<file path="config.mk">
export PLATFORM = sky130hd
export DESIGN_NAME = instr_decode
export DESIGN_NICKNAME = d
export VERILOG_FILES = /design/src/decode_pkg.sv /design/src/field_extract.sv /design/src/instr_decode.sv
export SDC_FILE = /design/constraint.sdc
export NUM_CORES = 1
export LEC_CHECK = 0
export ABC_CLOCK_PERIOD_IN_PS = 2190
export BUFFER_PORTS_ARGS = -buffer_cell sky130_fd_sc_hd__buf_2
export CAP_MARGIN = 20
export CORE_MARGIN = 2
export CORE_UTILIZATION = 34
export CTS_CLUSTER_SIZE = 12
export DETAILED_ROUTE_END_ITERATION = 6
export GPL_ROUTABILITY_DRIVEN = 0
export MAX_ROUTING_LAYER = met4
export SYNTH_ARGS = -nofsm -noshare
export SYNTH_HDL_FRONTEND = slang
export SYNTH_SLANG_ARGS = --single-unit
</file>
<file path="constraint.sdc">
create_clock -name clk -period 2.19 [get_ports clk]
set_input_delay 0.438 -clock clk [delete_from_list [all_inputs] [get_ports clk]]
set_output_delay 0.438 -clock clk [all_outputs]
set_load 0.03 [all_outputs]
</file>
<file path="src/decode_pkg.sv">
// Shared constants and types for the instruction decode and timing block
package decode_pkg;
   localparam int WORD_W        = 16;
   localparam int FILE_W        = 8;
   localparam int LONG_FILE_W   = 12;
   localparam int TARGET_W      = 20;
   localparam int TABLE_PTR_W   = 21;
   localparam int OSC_PER_CYCLE = 4;
   localparam logic [1:0] PHASE_RESET = 2'h0;
   localparam logic [1:0] PHASE_LAST  = 2'h3;
   localparam logic [3:0] SECOND_WORD_NIBBLE = 4'hf;
   localparam logic [15:0] NOP_WORD = 16'h0000;
   localparam logic [4:0] FLAGS_RESET = 5'h00;
   // Flag bit positions
   localparam int FLAG_CARRY  = 0;
   localparam int FLAG_NIBBLE = 1;
   localparam int FLAG_ZERO   = 2;
   localparam int FLAG_OVF    = 3;
   localparam int FLAG_NEG    = 4;

   typedef enum logic [1:0]
   {
      CLASS_BYTE    = 2'b00,
      CLASS_BIT     = 2'b01,
      CLASS_LITERAL = 2'b10,
      CLASS_CONTROL = 2'b11
   } op_class_t;

   typedef enum logic [1:0]
   {
      TBL_KEEP     = 2'b00,
      TBL_POST_INC = 2'b01,
      TBL_POST_DEC = 2'b10,
      TBL_PRE_INC  = 2'b11
   } table_mode_t;

   typedef enum logic [1:0]
   {
      SEQ_FIRST   = 2'b00,
      SEQ_SECOND  = 2'b01,
      SEQ_FLUSH   = 2'b10
   } seq_state_t;
endpackage

</file>
<file path="src/field_extract.sv">
// Combinational split of one instruction word into class and operand fields
`timescale 1ns/1ps
`default_nettype none
module field_extract
(
   input  wire logic [15:0]              word,          // Fetched instruction word
   output decode_pkg::op_class_t         op_class,      // Operation class
   output logic                          dest_file,     // 1 result to file, 0 to accumulator
   output logic                          access_banked, // 1 bank select applies
   output logic [2:0]                    bit_number,    // Bit within file register
   output logic [7:0]                    file_addr,     // Short file address
   output logic [11:0]                   long_addr,     // Twelve-bit file address
   output logic [7:0]                    literal8,      // Eight-bit literal
   output logic [11:0]                   literal12,     // Twelve-bit literal
   output decode_pkg::table_mode_t       table_mode,    // Table pointer mode
   output logic                          fast_select,   // Shadow register select
   output logic                          is_second_word,// Upper nibble all ones
   output logic                          is_two_word,   // First word of a two-word op
   output logic                          is_table_op,   // Table read or write
   output logic                          is_cond_branch,// Conditional relative branch
   output logic                          is_uncond_jump,// Relative jump or call
   output logic                          is_return,     // Return forms
   output logic                          is_move_ff,    // Register to register move
   output logic signed [10:0]            rel_offset     // Sign-extended branch offset
);
   wire [3:0] top = word[15:12];
   wire       long_rel = (top == 4'hd);
   wire       short_rel = (word[15:11] == 5'b11100);
   wire       op_zero = (word[15:8] == 8'h00);
   wire       is_call = (word[15:9] == 7'b1110110);
   wire       fast_ret = op_zero && (word[7:2] == 6'b000100);

   // Bit ops live at 0x7..0xb, literal-class at 0x08..0x0f, return with literal is control
   assign op_class = (top >= 4'h7 && top <= 4'hb) ? decode_pkg::CLASS_BIT :         // see [RULE_03]
                     (top == 4'hc) ? decode_pkg::CLASS_BYTE :
                     (top == 4'hd || top == 4'he || top == 4'hf) ? decode_pkg::CLASS_CONTROL :
                     (word[15:8] == 8'h0c) ? decode_pkg::CLASS_CONTROL :
                     (word[15:11] == 5'b00001) ? decode_pkg::CLASS_LITERAL :
                     (op_zero) ? decode_pkg::CLASS_CONTROL :
                     decode_pkg::CLASS_BYTE;
   assign dest_file      = word[9];                                 // see [RULE_09]
   assign access_banked  = word[8];                                 // see [RULE_10]
   assign bit_number     = word[11:9];                              // see [RULE_11]
   assign file_addr      = word[7:0];                               // see [RULE_12]
   assign long_addr      = word[11:0];                              // see [RULE_13]
   assign literal8       = word[7:0];                               // see [RULE_14]
   assign literal12      = word[11:0];
   assign table_mode     = decode_pkg::table_mode_t'(word[1:0]);    // see [RULE_16]
   // Call keeps its fast bit beside the opcode, the returns keep it in bit zero
   assign fast_select    = is_call ? word[8] : (fast_ret && word[0]); // see [RULE_18]
   assign is_second_word = (top == decode_pkg::SECOND_WORD_NIBBLE); // see [RULE_04]
   assign is_move_ff     = (top == 4'hc);
   assign is_two_word    = is_move_ff || (word[15:9] == 7'b1110110)
                           || (word[15:8] == 8'hef);                // see [RULE_01]
   assign is_table_op    = op_zero && (word[7:3] == 5'b00001);
   assign is_cond_branch = short_rel;
   assign is_uncond_jump = long_rel;
   assign is_return      = (op_zero && word[7:1] == 7'b0001000) || (op_zero && word[7:1] == 7'b0001001)
                           || (word[15:8] == 8'h0c);
   // Relative offsets are two's complement
   assign rel_offset     = long_rel ? $signed(word[10:0])
                                    : $signed({{3{word[7]}}, word[7:0]}); // see [RULE_19]
endmodule
`default_nettype wire

</file>
<file path="src/instr_decode.sv">
// Instruction decode, operand routing and cycle timing for an 8-bit core
// Contract
// [RULE_01] Single-word instructions, three take two words
// [RULE_02] Word splits into opcode and operand fields
// [RULE_03] Four classes: byte, bit, literal, control
// [RULE_04] Lone second word executes as no-operation
// [RULE_05] One cycle; two when skipping or jumping
// [RULE_06] Two-word instructions take two cycles
// [RULE_07] Instruction cycle equals four oscillator periods
// [RULE_08] Taken two-word branch takes three cycles
// [RULE_09] Destination bit: accumulator or file register
// [RULE_10] Access bit: access window or bank
// [RULE_11] Three-bit field picks bit zero..seven
// [RULE_12] Short file address is eight bits
// [RULE_13] Move carries two twelve-bit addresses
// [RULE_14] Literals are eight, twelve or twenty bits
// [RULE_15] File field may pick indirect pointer
// [RULE_16] Four table pointer modes
// [RULE_17] Table pointer 21 bits, latch 8 bits; neither register is modelled here, only the TABLE_PTR_W width constant
// [RULE_18] Fast bit saves or restores shadows
// [RULE_19] Offset relative signed, else absolute
// [RULE_20] Don't-care bits should be zero
// [RULE_21] Five arithmetic status flags kept
// [RULE_22] Absolute target joins low byte, upper twelve
// [RULE_23] Prefetched word discarded on taken change
`timescale 1ns/1ps
`default_nettype none
module instr_decode
#(
   parameter int OSC_PER_CYCLE = decode_pkg::OSC_PER_CYCLE
)
(
   input  wire logic                      clk,              // Oscillator clock
   input  wire logic                      reset,            // Asynchronous reset, high
   input  wire logic [15:0]               fetch_word,       // Word from program memory
   input  wire logic                      condition_true,   // Skip or branch test outcome
   input  wire logic [4:0]                flag_update_mask, // Flags the executing op writes
   input  wire logic [4:0]                flag_values,      // New flag values from the ALU
   output logic                           cycle_strobe,     // Last oscillator period of cycle
   output logic [1:0]                     osc_phase,        // Oscillator period within cycle
   output logic                           fetch_advance,    // Take next program word
   output decode_pkg::op_class_t          exec_class,       // Class of executing op
   output logic                           exec_nop,         // Executing as no-operation
   output logic                           to_accumulator,   // Result goes to working_accumulator
   output logic                           use_bank,         // ram_bank_select applies
   output logic [2:0]                     exec_bit,         // Bit number
   output logic [7:0]                     exec_file,        // Short file address
   output logic [11:0]                    move_src,         // Move source address
   output logic [11:0]                    move_dst,         // Move destination address
   output logic [7:0]                     exec_literal8,    // Eight-bit literal
   output logic [11:0]                    exec_literal12,   // Twelve-bit literal
   output logic [19:0]                    exec_target,      // Absolute twenty-bit target
   output logic [1:0]                     pointer_select,   // indirect_pointer_register pick
   output decode_pkg::table_mode_t        exec_table_mode,  // program_table_pointer mode
   output logic                           shadow_use,       // Fast shadow save or restore
   output logic signed [10:0]             exec_offset,      // Relative branch offset
   output logic [4:0]                     status_flags,     // C, nibble carry, Z, OV, N
   output logic [1:0]                     cycles_taken      // Cycles used by last instruction
);
   localparam logic [1:0] PHASE_LAST = 2'(OSC_PER_CYCLE - 1);

   decode_pkg::op_class_t     f_class;
   decode_pkg::table_mode_t   f_mode;
   decode_pkg::seq_state_t    state;
   decode_pkg::seq_state_t    next_state;
   logic        f_dest;
   logic        f_bank;
   logic [2:0]  f_bit;
   logic [7:0]  f_file;
   logic [11:0] f_long;
   logic [7:0]  f_lit8;
   logic [11:0] f_lit12;
   logic        f_fast;
   logic        f_second;
   logic        f_two;
   logic        f_table;
   logic        f_cond;
   logic        f_jump;
   logic        f_ret;
   logic        f_move;
   logic signed [10:0] f_off;
   logic [15:0] first_word;
   logic        first_cond;
   logic [1:0]  cycle_count;

   field_extract u_fields
   (
      .word           (fetch_word),
      .op_class       (f_class),
      .dest_file      (f_dest),
      .access_banked  (f_bank),
      .bit_number     (f_bit),
      .file_addr      (f_file),
      .long_addr      (f_long),
      .literal8       (f_lit8),
      .literal12      (f_lit12),
      .table_mode     (f_mode),
      .fast_select    (f_fast),
      .is_second_word (f_second),
      .is_two_word    (f_two),
      .is_table_op    (f_table),
      .is_cond_branch (f_cond),
      .is_uncond_jump (f_jump),
      .is_return      (f_ret),
      .is_move_ff     (f_move),
      .rel_offset     (f_off)
   );

   // Cycle phase: four oscillator periods per instruction cycle
   always_ff @(posedge clk or posedge reset)
      if (reset)
         osc_phase <= decode_pkg::PHASE_RESET;
      else
         osc_phase <= (osc_phase == PHASE_LAST) ? decode_pkg::PHASE_RESET
                                                : 2'(osc_phase + 2'h1);     // see [RULE_07]

   assign cycle_strobe  = (osc_phase == PHASE_LAST);
   assign fetch_advance = cycle_strobe;

   // Decoded events valid in the first word state
   wire first_two   = (state == decode_pkg::SEQ_FIRST) && f_two;
   wire taken_pc    = (state == decode_pkg::SEQ_FIRST) && !f_second
                      && ((f_cond && condition_true) || f_jump || f_ret);
   wire skip_taken  = (state == decode_pkg::SEQ_FIRST) && !f_second && !f_cond && !f_jump
                      && condition_true;
   wire lone_second = (state == decode_pkg::SEQ_FIRST) && f_second;         // see [RULE_04]

   always_comb
   begin
      next_state = state;
      case (state)
         decode_pkg::SEQ_FIRST:
            if (first_two)
               next_state = decode_pkg::SEQ_SECOND;                         // see [RULE_06]
            else if (taken_pc || skip_taken)
               next_state = decode_pkg::SEQ_FLUSH;                          // see [RULE_05]
         decode_pkg::SEQ_SECOND:
            // Absolute jump and call always discard the prefetch afterwards
            if (first_cond)
               next_state = decode_pkg::SEQ_FLUSH;                          // see [RULE_08]
            else
               next_state = decode_pkg::SEQ_FIRST;
         decode_pkg::SEQ_FLUSH:
            next_state = decode_pkg::SEQ_FIRST;                             // see [RULE_23]
         default:
            next_state = decode_pkg::SEQ_FIRST;
      endcase
   end

   always_ff @(posedge clk or posedge reset)
      if (reset)
         state <= decode_pkg::SEQ_FIRST;
      else if (cycle_strobe)
         state <= next_state;

   // First word held for the second cycle of a two-word op
   always_ff @(posedge clk or posedge reset)
      if (reset)
      begin
         first_word <= decode_pkg::NOP_WORD;
         first_cond <= 1'b0;
      end
      else if (cycle_strobe && first_two)
      begin
         first_word <= fetch_word;
         first_cond <= !f_move;
      end

   // Cycle count of the instruction in flight
   always_ff @(posedge clk or posedge reset)
      if (reset)
      begin
         cycle_count  <= 2'h0;
         cycles_taken <= 2'h0;
      end
      else if (cycle_strobe)
      begin
         cycle_count <= (next_state == decode_pkg::SEQ_FIRST) ? 2'h0 : 2'(cycle_count + 2'h1);
         if (next_state == decode_pkg::SEQ_FIRST)
            cycles_taken <= 2'(cycle_count + 2'h1);
      end

   // Operand fields registered at the end of first-word and second-word cycles, held through flush cycles
   always_ff @(posedge clk or posedge reset)
      if (reset)
      begin
         exec_class      <= decode_pkg::CLASS_CONTROL;
         exec_nop        <= 1'b1;
         to_accumulator  <= 1'b0;
         use_bank        <= 1'b0;
         exec_bit        <= 3'h0;
         exec_file       <= 8'h00;
         move_src        <= 12'h000;
         move_dst        <= 12'h000;
         exec_literal8   <= 8'h00;
         exec_literal12  <= 12'h000;
         exec_target     <= 20'h00000;
         pointer_select  <= 2'h0;
         exec_table_mode <= decode_pkg::TBL_KEEP;
         shadow_use      <= 1'b0;
         exec_offset     <= 11'sh000;
      end
      else if (cycle_strobe)
      begin
         exec_nop <= (state == decode_pkg::SEQ_FLUSH) || lone_second;       // see [RULE_04]
         if (state == decode_pkg::SEQ_FIRST)
         begin
            exec_class      <= f_class;                                     // see [RULE_02]
            to_accumulator  <= !f_dest;                                     // see [RULE_09]
            use_bank        <= f_bank;                                      // see [RULE_10]
            exec_bit        <= f_bit;                                       // see [RULE_11]
            exec_file       <= f_file;                                      // see [RULE_12]
            move_src        <= f_long;                                      // see [RULE_13]
            exec_literal8   <= f_lit8;                                      // see [RULE_14]
            exec_literal12  <= f_lit12;
            pointer_select  <= fetch_word[5:4];                             // see [RULE_15]
            exec_table_mode <= f_table ? f_mode : decode_pkg::TBL_KEEP;     // see [RULE_16]
            shadow_use      <= f_fast;                                      // see [RULE_18]
            exec_offset     <= f_off;                                       // see [RULE_19]
         end
         else if (state == decode_pkg::SEQ_SECOND)
         begin
            move_dst    <= f_long;                                          // see [RULE_13]
            exec_target <= {fetch_word[11:0], first_word[7:0]};             // see [RULE_22]
         end
      end

   // Five status flags written per the executing operation
   always_ff @(posedge clk or posedge reset)
      if (reset)
         status_flags <= decode_pkg::FLAGS_RESET;
      else if (cycle_strobe && !exec_nop)
         status_flags <= (status_flags & ~flag_update_mask)
                         | (flag_values & flag_update_mask);                // see [RULE_21]
endmodule
`default_nettype wire

</file>
* Word level (Yosys, flattened, before mapping)
Cells that the tools add are included. W data, S select, Z words.
Storage, ports and cells: bits of input ports 29, bits in registers 98, word-level logic and storage cells 98
Operators by class: add/sub/neg operators 2, reduce and logical (&&, ||, !) cells 38, muxes and demuxes 15, equal/unequal tests 16, $lt $le $gt $ge 2, bitwise operators 5
Operators with widths (count):
- $mux W2 | 12
- $eq A4 B4 Y1 const B | 4
- $logic_and A1 B1 Y1 | 16
- $eq A7 B4 Y1 const B | 2
- $mux W11 | 1
- $and A5 B5 Y5 | 2
- $eq A5 B1 Y1 const B | 2
- $logic_or A1 B1 Y1 | 10
- $eq A8 B4 Y1 const B | 1
- $eq A8 B8 Y1 const B | 1
- $logic_not A8 Y1 | 1
- $eq A7 B7 Y1 const B | 1
- $eq A6 B3 Y1 const B | 1
- $logic_not A1 Y1 | 6
- $eq A5 B5 Y1 const B | 1
- $not A5 Y5 | 1
- $or A5 B5 Y5 | 1
- $add A2 B1 Y2 const B | 2
- $eq A2 B2 Y1 const B | 2
- $ge A4 B3 Y1 const B | 1
- $le A4 B4 Y1 const B | 1
- $logic_not A2 Y1 | 2
- $pmux W2 S2 | 1
- $reduce_and A2 Y1 | 2
- other kinds (4) | 4

* Logic depth before layout (Yosys ltp)
Gate-level depths: netlist of run 1.
depth in word-level cells 12, mapped depth 7, gate-level depth less buffers 6

* Hierarchy
Synthesis of run 1 repeated with hierarchy kept, for this count alone.
Unflattened totals: cell total of the unflattened synthesis 509, area, all modules 5353.9 sq um
By module, submodules not included:
- instr_decode | cells an instance 413, sequential area each 2956.6 sq um, instances 1, area each 4678.2 sq um
- field_extract | cells an instance 96, sequential area each 0.0 sq um, instances 1, area each 675.6 sq um

* Worst setup path before layout of run 1
No wires, ideal clock.
path kind reg2reg, from register osc_phase[0], to register first_word[0], required time 2063 ps, path buffers 1, stages on the path, launching flop included 6, period minus slack after synthesis 2288 ps, setup slack -98 ps, data arrival time 2160 ps, cells stage by stage dfrtp_1 -> ha_1 -> nor3b_2 -> nand3_1 -> clkbuf_1 -> mux2_1
Between the ends: longest elaborated chain between the ends 2
RTL lines:
- from (decl) | line instr_decode.sv:40 | output logic [1:0] osc_phase,
- from (signal assigned) | line instr_decode.sv:112 | osc_phase <= decode_pkg::PHASE_RESET;
- from (signal assigned) | line instr_decode.sv:114 | osc_phase <= (osc_phase == PHASE_LAST) ? decode_pkg::PHASE_RESET
- $eq A2 B2 Y1 | line instr_decode.sv:117 | assign cycle_strobe = (osc_phase == PHASE_LAST);
- named net cycle_strobe | line instr_decode.sv:39 | output logic cycle_strobe,
- $logic_and A1 B1 Y1 | line instr_decode.sv:163 | else if (cycle_strobe && first_two)
- to (signal assigned) | line instr_decode.sv:160 | first_word <= decode_pkg::NOP_WORD;
- to (signal assigned) | line instr_decode.sv:165 | first_word <= fetch_word;
- to (decl) | line instr_decode.sv:82 | logic [15:0] first_word;
The timed path passes the listed nets, and every way through them passes these cells. A chain may end at the register's enable or synchronous reset.

* Worst setup path after layout of run 1
from input fetch_word[5], to register cycles_taken[1]
Between the ends: longest elaborated chain between the ends 12, elaborated cells on any way between the ends 14, classes of those cells eq/ne: 2; mux: 3; reduce/logical: 9
RTL lines:
- from (decl) | line instr_decode.sv:35 | input wire logic [15:0] fetch_word,
- $eq A7 B4 Y1 | line field_extract.sv:58 | assign is_return = (op_zero && word[7:1] == 7'b0001000) || (op_zero && word[7:1] == 7'b0001001)
- $logic_and A1 B1 Y1 | line field_extract.sv:58
- $logic_or A1 B1 Y1 * | line field_extract.sv:58
- $logic_or A1 B1 Y1 * | line field_extract.sv:59 | || (word[15:8] == 8'h0c);
- $logic_or A1 B1 Y1 * | line instr_decode.sv:123 | && ((f_cond && condition_true) || f_jump || f_ret);
- $logic_and A1 B1 Y1 * | line instr_decode.sv:123
- $logic_or A1 B1 Y1 * | line instr_decode.sv:135 | else if (taken_pc || skip_taken)
- $mux W2 * | line instr_decode.sv:135
- $mux W2 * | line instr_decode.sv:133 | if (first_two)
- $pmux W2 S2 * | line instr_decode.sv:131 | case (state)
- $logic_not A2 Y1 * | line instr_decode.sv:179 | if (next_state == decode_pkg::SEQ_FIRST)
- $reduce_and A2 Y1 (no line) *
- to (signal assigned) | line instr_decode.sv:180 | cycles_taken <= 2'(cycle_count + 2'h1);
- to (decl) | line instr_decode.sv:58 | output logic [1:0] cycles_taken
Every way passes the cells marked *; elsewhere a longest branch is shown, timed or not.

==> results.json, run 1 <==
{
  "io-pin-count": 136,
  "syn_area_um2": 3150,
  "switching_share_pct": 39.8,
  "seqPwrFrac_pct": 39.9,
  "critical_path_class": "in2reg",
  "outcome": "finished, final reports clean",
  "fp.dieH_um": 100,
  "route.detailed.drc": 0,
  "drtIter0Drc": 102,
  "root_buffer": "clkbuf_8",
  "crit_chain": "buf_2 > or4_4 > o21ai_1 > a211oi_1 > o22a_1 > nand2_2 > mux2_1",
  "grt_overflow_total": 0,
  "ys_top_cells_by_count": "dfrtp_1 (61), buf_4 (55), nand2_1 (55), mux2_2 (27), o21ai_0 (13)",
  "yosys.area_share.simple_pct": 13.8,
  "grt_pass1_wl_um": 11100,
  "critical_path_required_ps": 2410,
  "post-route-util_pct": 41.9,
  "core-area_um2": 9110,
  "numCtsBuffers": 9,
  "synth_warnings": 0,
  "num_rows": 35,
  "drive_gt1_share_pct": 50.9,
  "grt_max_degree": 29,
  "post_cts_resize_count": 0,
  "seqCellArea_um2": 1610,
  "grt_usage_pct": 14.8,
  "path_clk_slew_ps": 80,
  "grt_antenna_before_repair": 0,
  "max_slew.worst_pin.slew_ps": 606,
  "ys_seq_area_share_pct": 51.0,
  "dieArea_um2": 10000,
  "intPower_mw": 2.24,
  "antenna_cells": 0,
  "pwr-share-comb_pct": 32.4,
  "synth_compound_area_share_pct": 5.49,
  "post-synth-top-count-cell": "dfrtp_1",
  "port_buffers": 135,
  "synthArstFlopShare_pct": 100,
  "synth_top_family_by_area": "buffers and inverters",
  "ant_nets": 0,
  "numClockSinks": 64,
  "relSlewSlack_pct": 59.6,
  "synth-edff-count": 0,
  "p_sw_mw": 1.48,
  "start_util_pct": 34.5,
  "hpwl_um": 5400,
  "syn_avg_cell_area_um2": 10.6,
  "num_vias": 2319,
  "avgRoutedWirePerCell_um": 14.3,
  "synth-main-ff-cell": "dfrtp_1",
  "tns_ps": 0,
  "synthCells": 298,
  "synth_top_cell_by_area": "dfrtp_1",
  "crit_path_max_incr_delay_ps": 540,
  "grt_pass1_vias": 2125,
  "synth_fa_ha_area_share_pct": 0.398,
  "ys_seq_elements": 64,
  "layout_min_cycle_time_ps": 1830,
  "skew_ps": 8.60,
  "crit_fanout": 3,
  "rsz0062_at_grt": "false",
  "areaGrowthSynthToFinish_pct": 21.3,
  "ir_drop_uv": 324,
  "clk_latency_ps": 340,
  "muxShareOfSynthArea_pct": 13.2,
  "syn_nets": 328,
  "layout_worst_path_cycle_share_pct": 83.8,
  "fmax_mhz": 545,
  "fin_nets": 420,
  "htree_levels": 3,
  "critPathArrivalTime_ps": 2050,
  "drt-total-wl_um": 7250,
  "synth_top_cell_area_share_pct": 48.5,
  "post_cts_buffers": 0,
  "clockBufferDepth": 2,
  "power_density_nw_per_um2": 976,
  "start_kind": "primary input",
  "hold_buffers": 0,
  "min_path_type": "in2async",
  "netlist_top_cells_area": "dfrtp_1 (49%), buf_4 (13%), mux2_2 (9.7%)",
  "drv_slew": 0,
  "leakagePower_nw": 2.00,
  "yosys.area_share.xor_xnor_pct": 0.835,
  "yosysUniqueCellTypes": 40,
  "setup_viol": 0,
  "first_pass_iters": 4,
  "finalHoldViolCount": 0,
  "clkPwrFrac_pct": 27.7,
  "dieWidth_um": 100,
  "end_kind": "flip-flop",
  "drv_cap": 0,
  "cts_tree": "yes",
  "multi_input_area_um2": 1060,
  "cp_slowest_cell": "or4_4",
  "vias_per_cell": 4.58,
  "fillers": 918
}
## worst paths after layout
kind                           startpoint              end  slack (ps)  depth (start not counted)
setup reg to reg             osc_phase[0]    first_word[5]         480                          5
setup / recovery            fetch_word[5]  cycles_taken[1]         360                          7
min in group clk           flag_values[1]        flip-flop         330                          2
hold reg to reg              osc_phase[0]     osc_phase[0]         470                          1
max in group asynchronous           reset      exec_bit[0]        1370                          3
hold / removal                      reset    first_word[3]         170                          2
## cells by family (layout without fill, tap and decap cells)
group	count (synthesis)	in the layout
multiplexers	37	37
AO/OA/AOI/OAI	30	30
adder cells (fa/ha/maj)	1	1
buffers and inverters	72	169
flip-flops	64	64
XOR/XNOR	3	3
AND/OR/NAND/NOR	91	91
## state kept, by name (all words and copies together), names as in the netlist, named ones only
name	cells
exec_nop	1
exec_offset	3
to_accumulator	1
exec_table_mode	2
move_dst	12
exec_literal12	2
exec_bit	3
first_cond	1
exec_target	8
state	2
shadow_use	1
first_word	8
exec_class	2
cycles_taken	2
osc_phase	2
cycle_count	2
exec_literal8	7
## metrics by stage
step	hold slack [ps]	instance area (um^2)	instances	total power [mW]	setup WS [ps]
finish	167	3820	506	3.72	356
floorplan	450	3150	298	2.55	22.0
global placement	439	3610	490	2.71	63.5
detailed placement	448	3610	490	2.73	14.3
global route	218	3820	506	3.92	327
CTS	176	3820	506	3.78	373
## worst max-delay path: cells and delay by family
| kind | cells | cell delay (ps) |
|---|---|---|
| simple gates | 2 | 640 |
| mux | 1 | 330 |
| compound gates | 3 | 540 |
| buf+inv | 1 | 120 |
## placed cells by master, fill, tap and decap left out, types with 7 or more instances in the layout
master / synthesis / final
a21oi_1: 7 / 7
buf_2: 3 / 135
buf_4: 55 / 12
clkbuf_8: 0 / 9
dfrtp_1: 61 / 61
mux2_1: 8 / 8
mux2_2: 27 / 27
nand2_1: 55 / 55
nor2_1: 12 / 12
o21ai_0: 13 / 13
## layer usage
layer  vias up  share of wire, %  GRT usage [%]
met5         -                 0              -
met2        83                48           22.3
met3         8               5.6           3.34
met4         0               1.0           5.48
li1       1124                 -              -
met1      1104                45           19.5
## cell type report
cell class	instances	share of cell area (%)
sequential	64	42.1
multi-input combinational	162	27.9
timing repair buffer	148	20.6
tap	111	3.64
clock buffer	9	3.25
clock inverter	7	2.10
inverter	5	0.492
## power by group through the flow
stage	logic, mW	clock network, mW	registers [mW]
global route	1.28	1.12	1.52
floorplan	0.775	0	1.77
CTS	1.22	1.07	1.49
global placement	1.21	0	1.50
detailed placement	1.22	0	1.51
finish	1.21	1.03	1.49
Note: power is estimated with default switching activity, not from simulation.
==> run 2, diff against run 1 <==
--- a/config.mk
+++ b/config.mk
@@ -5,7 +5,7 @@
 export SDC_FILE = /design/constraint.sdc
 export NUM_CORES = 1
 export LEC_CHECK = 0
-export ABC_CLOCK_PERIOD_IN_PS = 2190
+export ABC_CLOCK_PERIOD_IN_PS = 1600
 export BUFFER_PORTS_ARGS = -buffer_cell sky130_fd_sc_hd__buf_2
 export CAP_MARGIN = 20
 export CORE_MARGIN = 2
==> constraint.sdc (replaced) <==
create_clock -name clk -period 1.6 [get_ports clk]
set_input_delay 0.32 -clock clk [delete_from_list [all_inputs] [get_ports clk]]
set_output_delay 0.32 -clock clk [all_outputs]
set_load 0.03 [all_outputs]
==> run 2 against run 1 <==
Compared with the run above: worst setup slack lost 330 ps; clock-buffer cell count is 3 higher; via count rose by 3.8%; flip-flop and latch count unchanged; register-to-register slack got worse by 410 ps; design area rose by 6.8%; final cell count up 3.8%; critical path depth unchanged; routed wire length up 3.8%; clock skew rose by 4.0 ps; non-clock buffer count grew 19; core utilization up 2.9 points.
==> results.json, run 2 (synthesis results as in run 1) <==
{
  "outcome": "finished, final reports clean",
  "grt_usage_pct": 15.2,
  "root_buffer": "clkbuf_8",
  "fillers": 878,
  "cp_num_cells": 7,
  "route.detailed.drc": 0,
  "dieWidth_um": 100,
  "seqCellArea_um2": 1610,
  "r2r_start": "state[0]",
  "finalHoldViolCount": 0,
  "leakagePower_nw": 2.14,
  "critPathArrivalTime_ps": 1810,
  "drv_slew": 0,
  "grt_overflow_total": 0,
  "start_util_pct": 34.5,
  "fin_nets": 439,
  "end_kind": "flip-flop",
  "grt_max_degree": 25,
  "largest_register_ffs": 12,
  "grt_antenna_before_repair": 0,
  "setup_viol": 0,
  "path_buf_inv": 1,
  "areaGrowthSynthToFinish_pct": 29.5,
  "hpwl_um": 5570,
  "num_vias": 2406,
  "worstSetupStartpoint": "fetch_word[5]",
  "postLayoutCellArea_um2": 4080,
  "ir_drop_uv": 408,
  "path_clk_slew_ps": 80,
  "max_slew.worst_pin.slew_ps": 512,
  "num_rows": 35,
  "antenna_cells": 0,
  "cp_top_family": "simple AND/OR/NAND/NOR gates",
  "drt-total-wl_um": 7520,
  "ant_nets": 0,
  "layout_min_cycle_time_ps": 1570,
  "clk_latency_ps": 340,
  "skew_ps": 12.6,
  "power_density_nw_per_um2": 1280,
  "layout_commonest_cell": "buf_2",
  "clockBufferDepth": 2,
  "multi_input_area_um2": 1130,
  "numCtsBuffers": 9,
  "cts_tree": "yes",
  "io-pin-count": 136,
  "relSlewSlack_pct": 65.8,
  "drive_gt1_share_pct": 56.3,
  "reg2reg_slack_ps": 70,
  "drtIter0Drc": 49,
  "worstSetupEndpoint": "cycles_taken[1]",
  "dieArea_um2": 10000,
  "crit_fanout": 2,
  "tns_ps": 0,
  "placed_area_um2": 3850,
  "start_kind": "primary input",
  "grt_pass1_vias": 2223,
  "fp.dieH_um": 100,
  "largestRegisters": "move_dst (12), exec_target (8), first_word (8)",
  "avgRoutedWirePerCell_um": 14.3,
  "numClockSinks": 64,
  "post_cts_buffers": 0,
  "fmax_mhz": 635,
  "crit_path_max_incr_delay_ps": 560,
  "htree_levels": 3,
  "reg2reg_depth": 4,
  "core-area_um2": 9110,
  "grt_pass1_wl_um": 11400,
  "first_pass_iters": 4,
  "critical_path_required_ps": 1840,
  "cp_slowest_cell": "or4_4",
  "critical_path_class": "in2reg",
  "top_register": "move_dst",
  "crit_chain": "buf_2 > or4_4 > o21ai_2 > a211oi_2 > o22a_1 > nand2_2 > mux2_4",
  "port_buffers": 135,
  "vias_per_cell": 4.58,
  "layout_common_cells": "buf_2 (135), dfrtp_1 (59), nand2_1 (55)",
  "drv_cap": 0,
  "rsz0062_at_grt": "false",
  "rr_endpoint": "cycles_taken[1]",
  "layout_worst_path_cycle_share_pct": 98.3,
  "timing.hold.ws_ps": 4.71,
  "min_path_type": "in2async"
}
run 2: power by group:
| part | leakage, nW | total, mW | internal (mW) | switching (mW) |
|---|---|---|---|---|
| Combinational | 1.26 | 1.73 | 0.535 | 1.19 |
| Clock | 0.0948 | 1.46 | 0.805 | 0.654 |
| Sequential | 0.788 | 2.04 | 1.86 | 0.178 |
run 2: per-layer routing:
metal,track usage [%],up-vias,wire (um)
li1,-,1164,-
met1,19.1,1148,3500
met2,24.0,80,3510
met3,4.32,14,397
met4,4.43,0,113
met5,-,-,0
run 2: worst register-to-register path, stage by stage (launching register included):
cell and delay (ps):
dfrtp_1 470, or3_1 370, o22a_1 210, nand2_2 90, mux2_4 290
run 2: stage by stage:
stage | std cells | setup WS [ps] | util, % | total power [mW]
detailed placement | 509 | -365 | 42.3 | 3.81
finish | 525 | 26.4 | 44.8 | 5.23
CTS | 525 | 0.0482 | 44.6 | 5.27
global placement | 509 | -357 | 42.3 | 3.79
global route | 525 | 0.897 | 44.8 | 5.48
floorplan | 298 | -238 | - | 3.52
run 2: what timing repair did:
item                       4_1_cts  5_1_grt
setup endpoints to repair        1        3
resized for setup                1        3
hold buffers                     0        0
pin swaps                        0        1
run 2: area by class of cell:
class / instances / area share, %
Tap cell: 111 / 3.41
Clock inverter: 4 / 1.29
Sequential cell: 64 / 39.4
Timing Repair Buffer: 167 / 23.7
Multi-Input combinational cell: 162 / 27.8
Inverter: 5 / 0.552
Clock buffer: 12 / 3.81
run 2: how the worst min path moves through the flow:
stage,from,to
after global placement,reset,cycles_taken[0]
after CTS,reset,exec_literal8[5]
after detailed placement,reset,osc_phase[0]
after global routing,reset,cycles_taken[0]
final,reset,cycles_taken[0]
after floorplan,fetch_word[9],exec_bit[0]
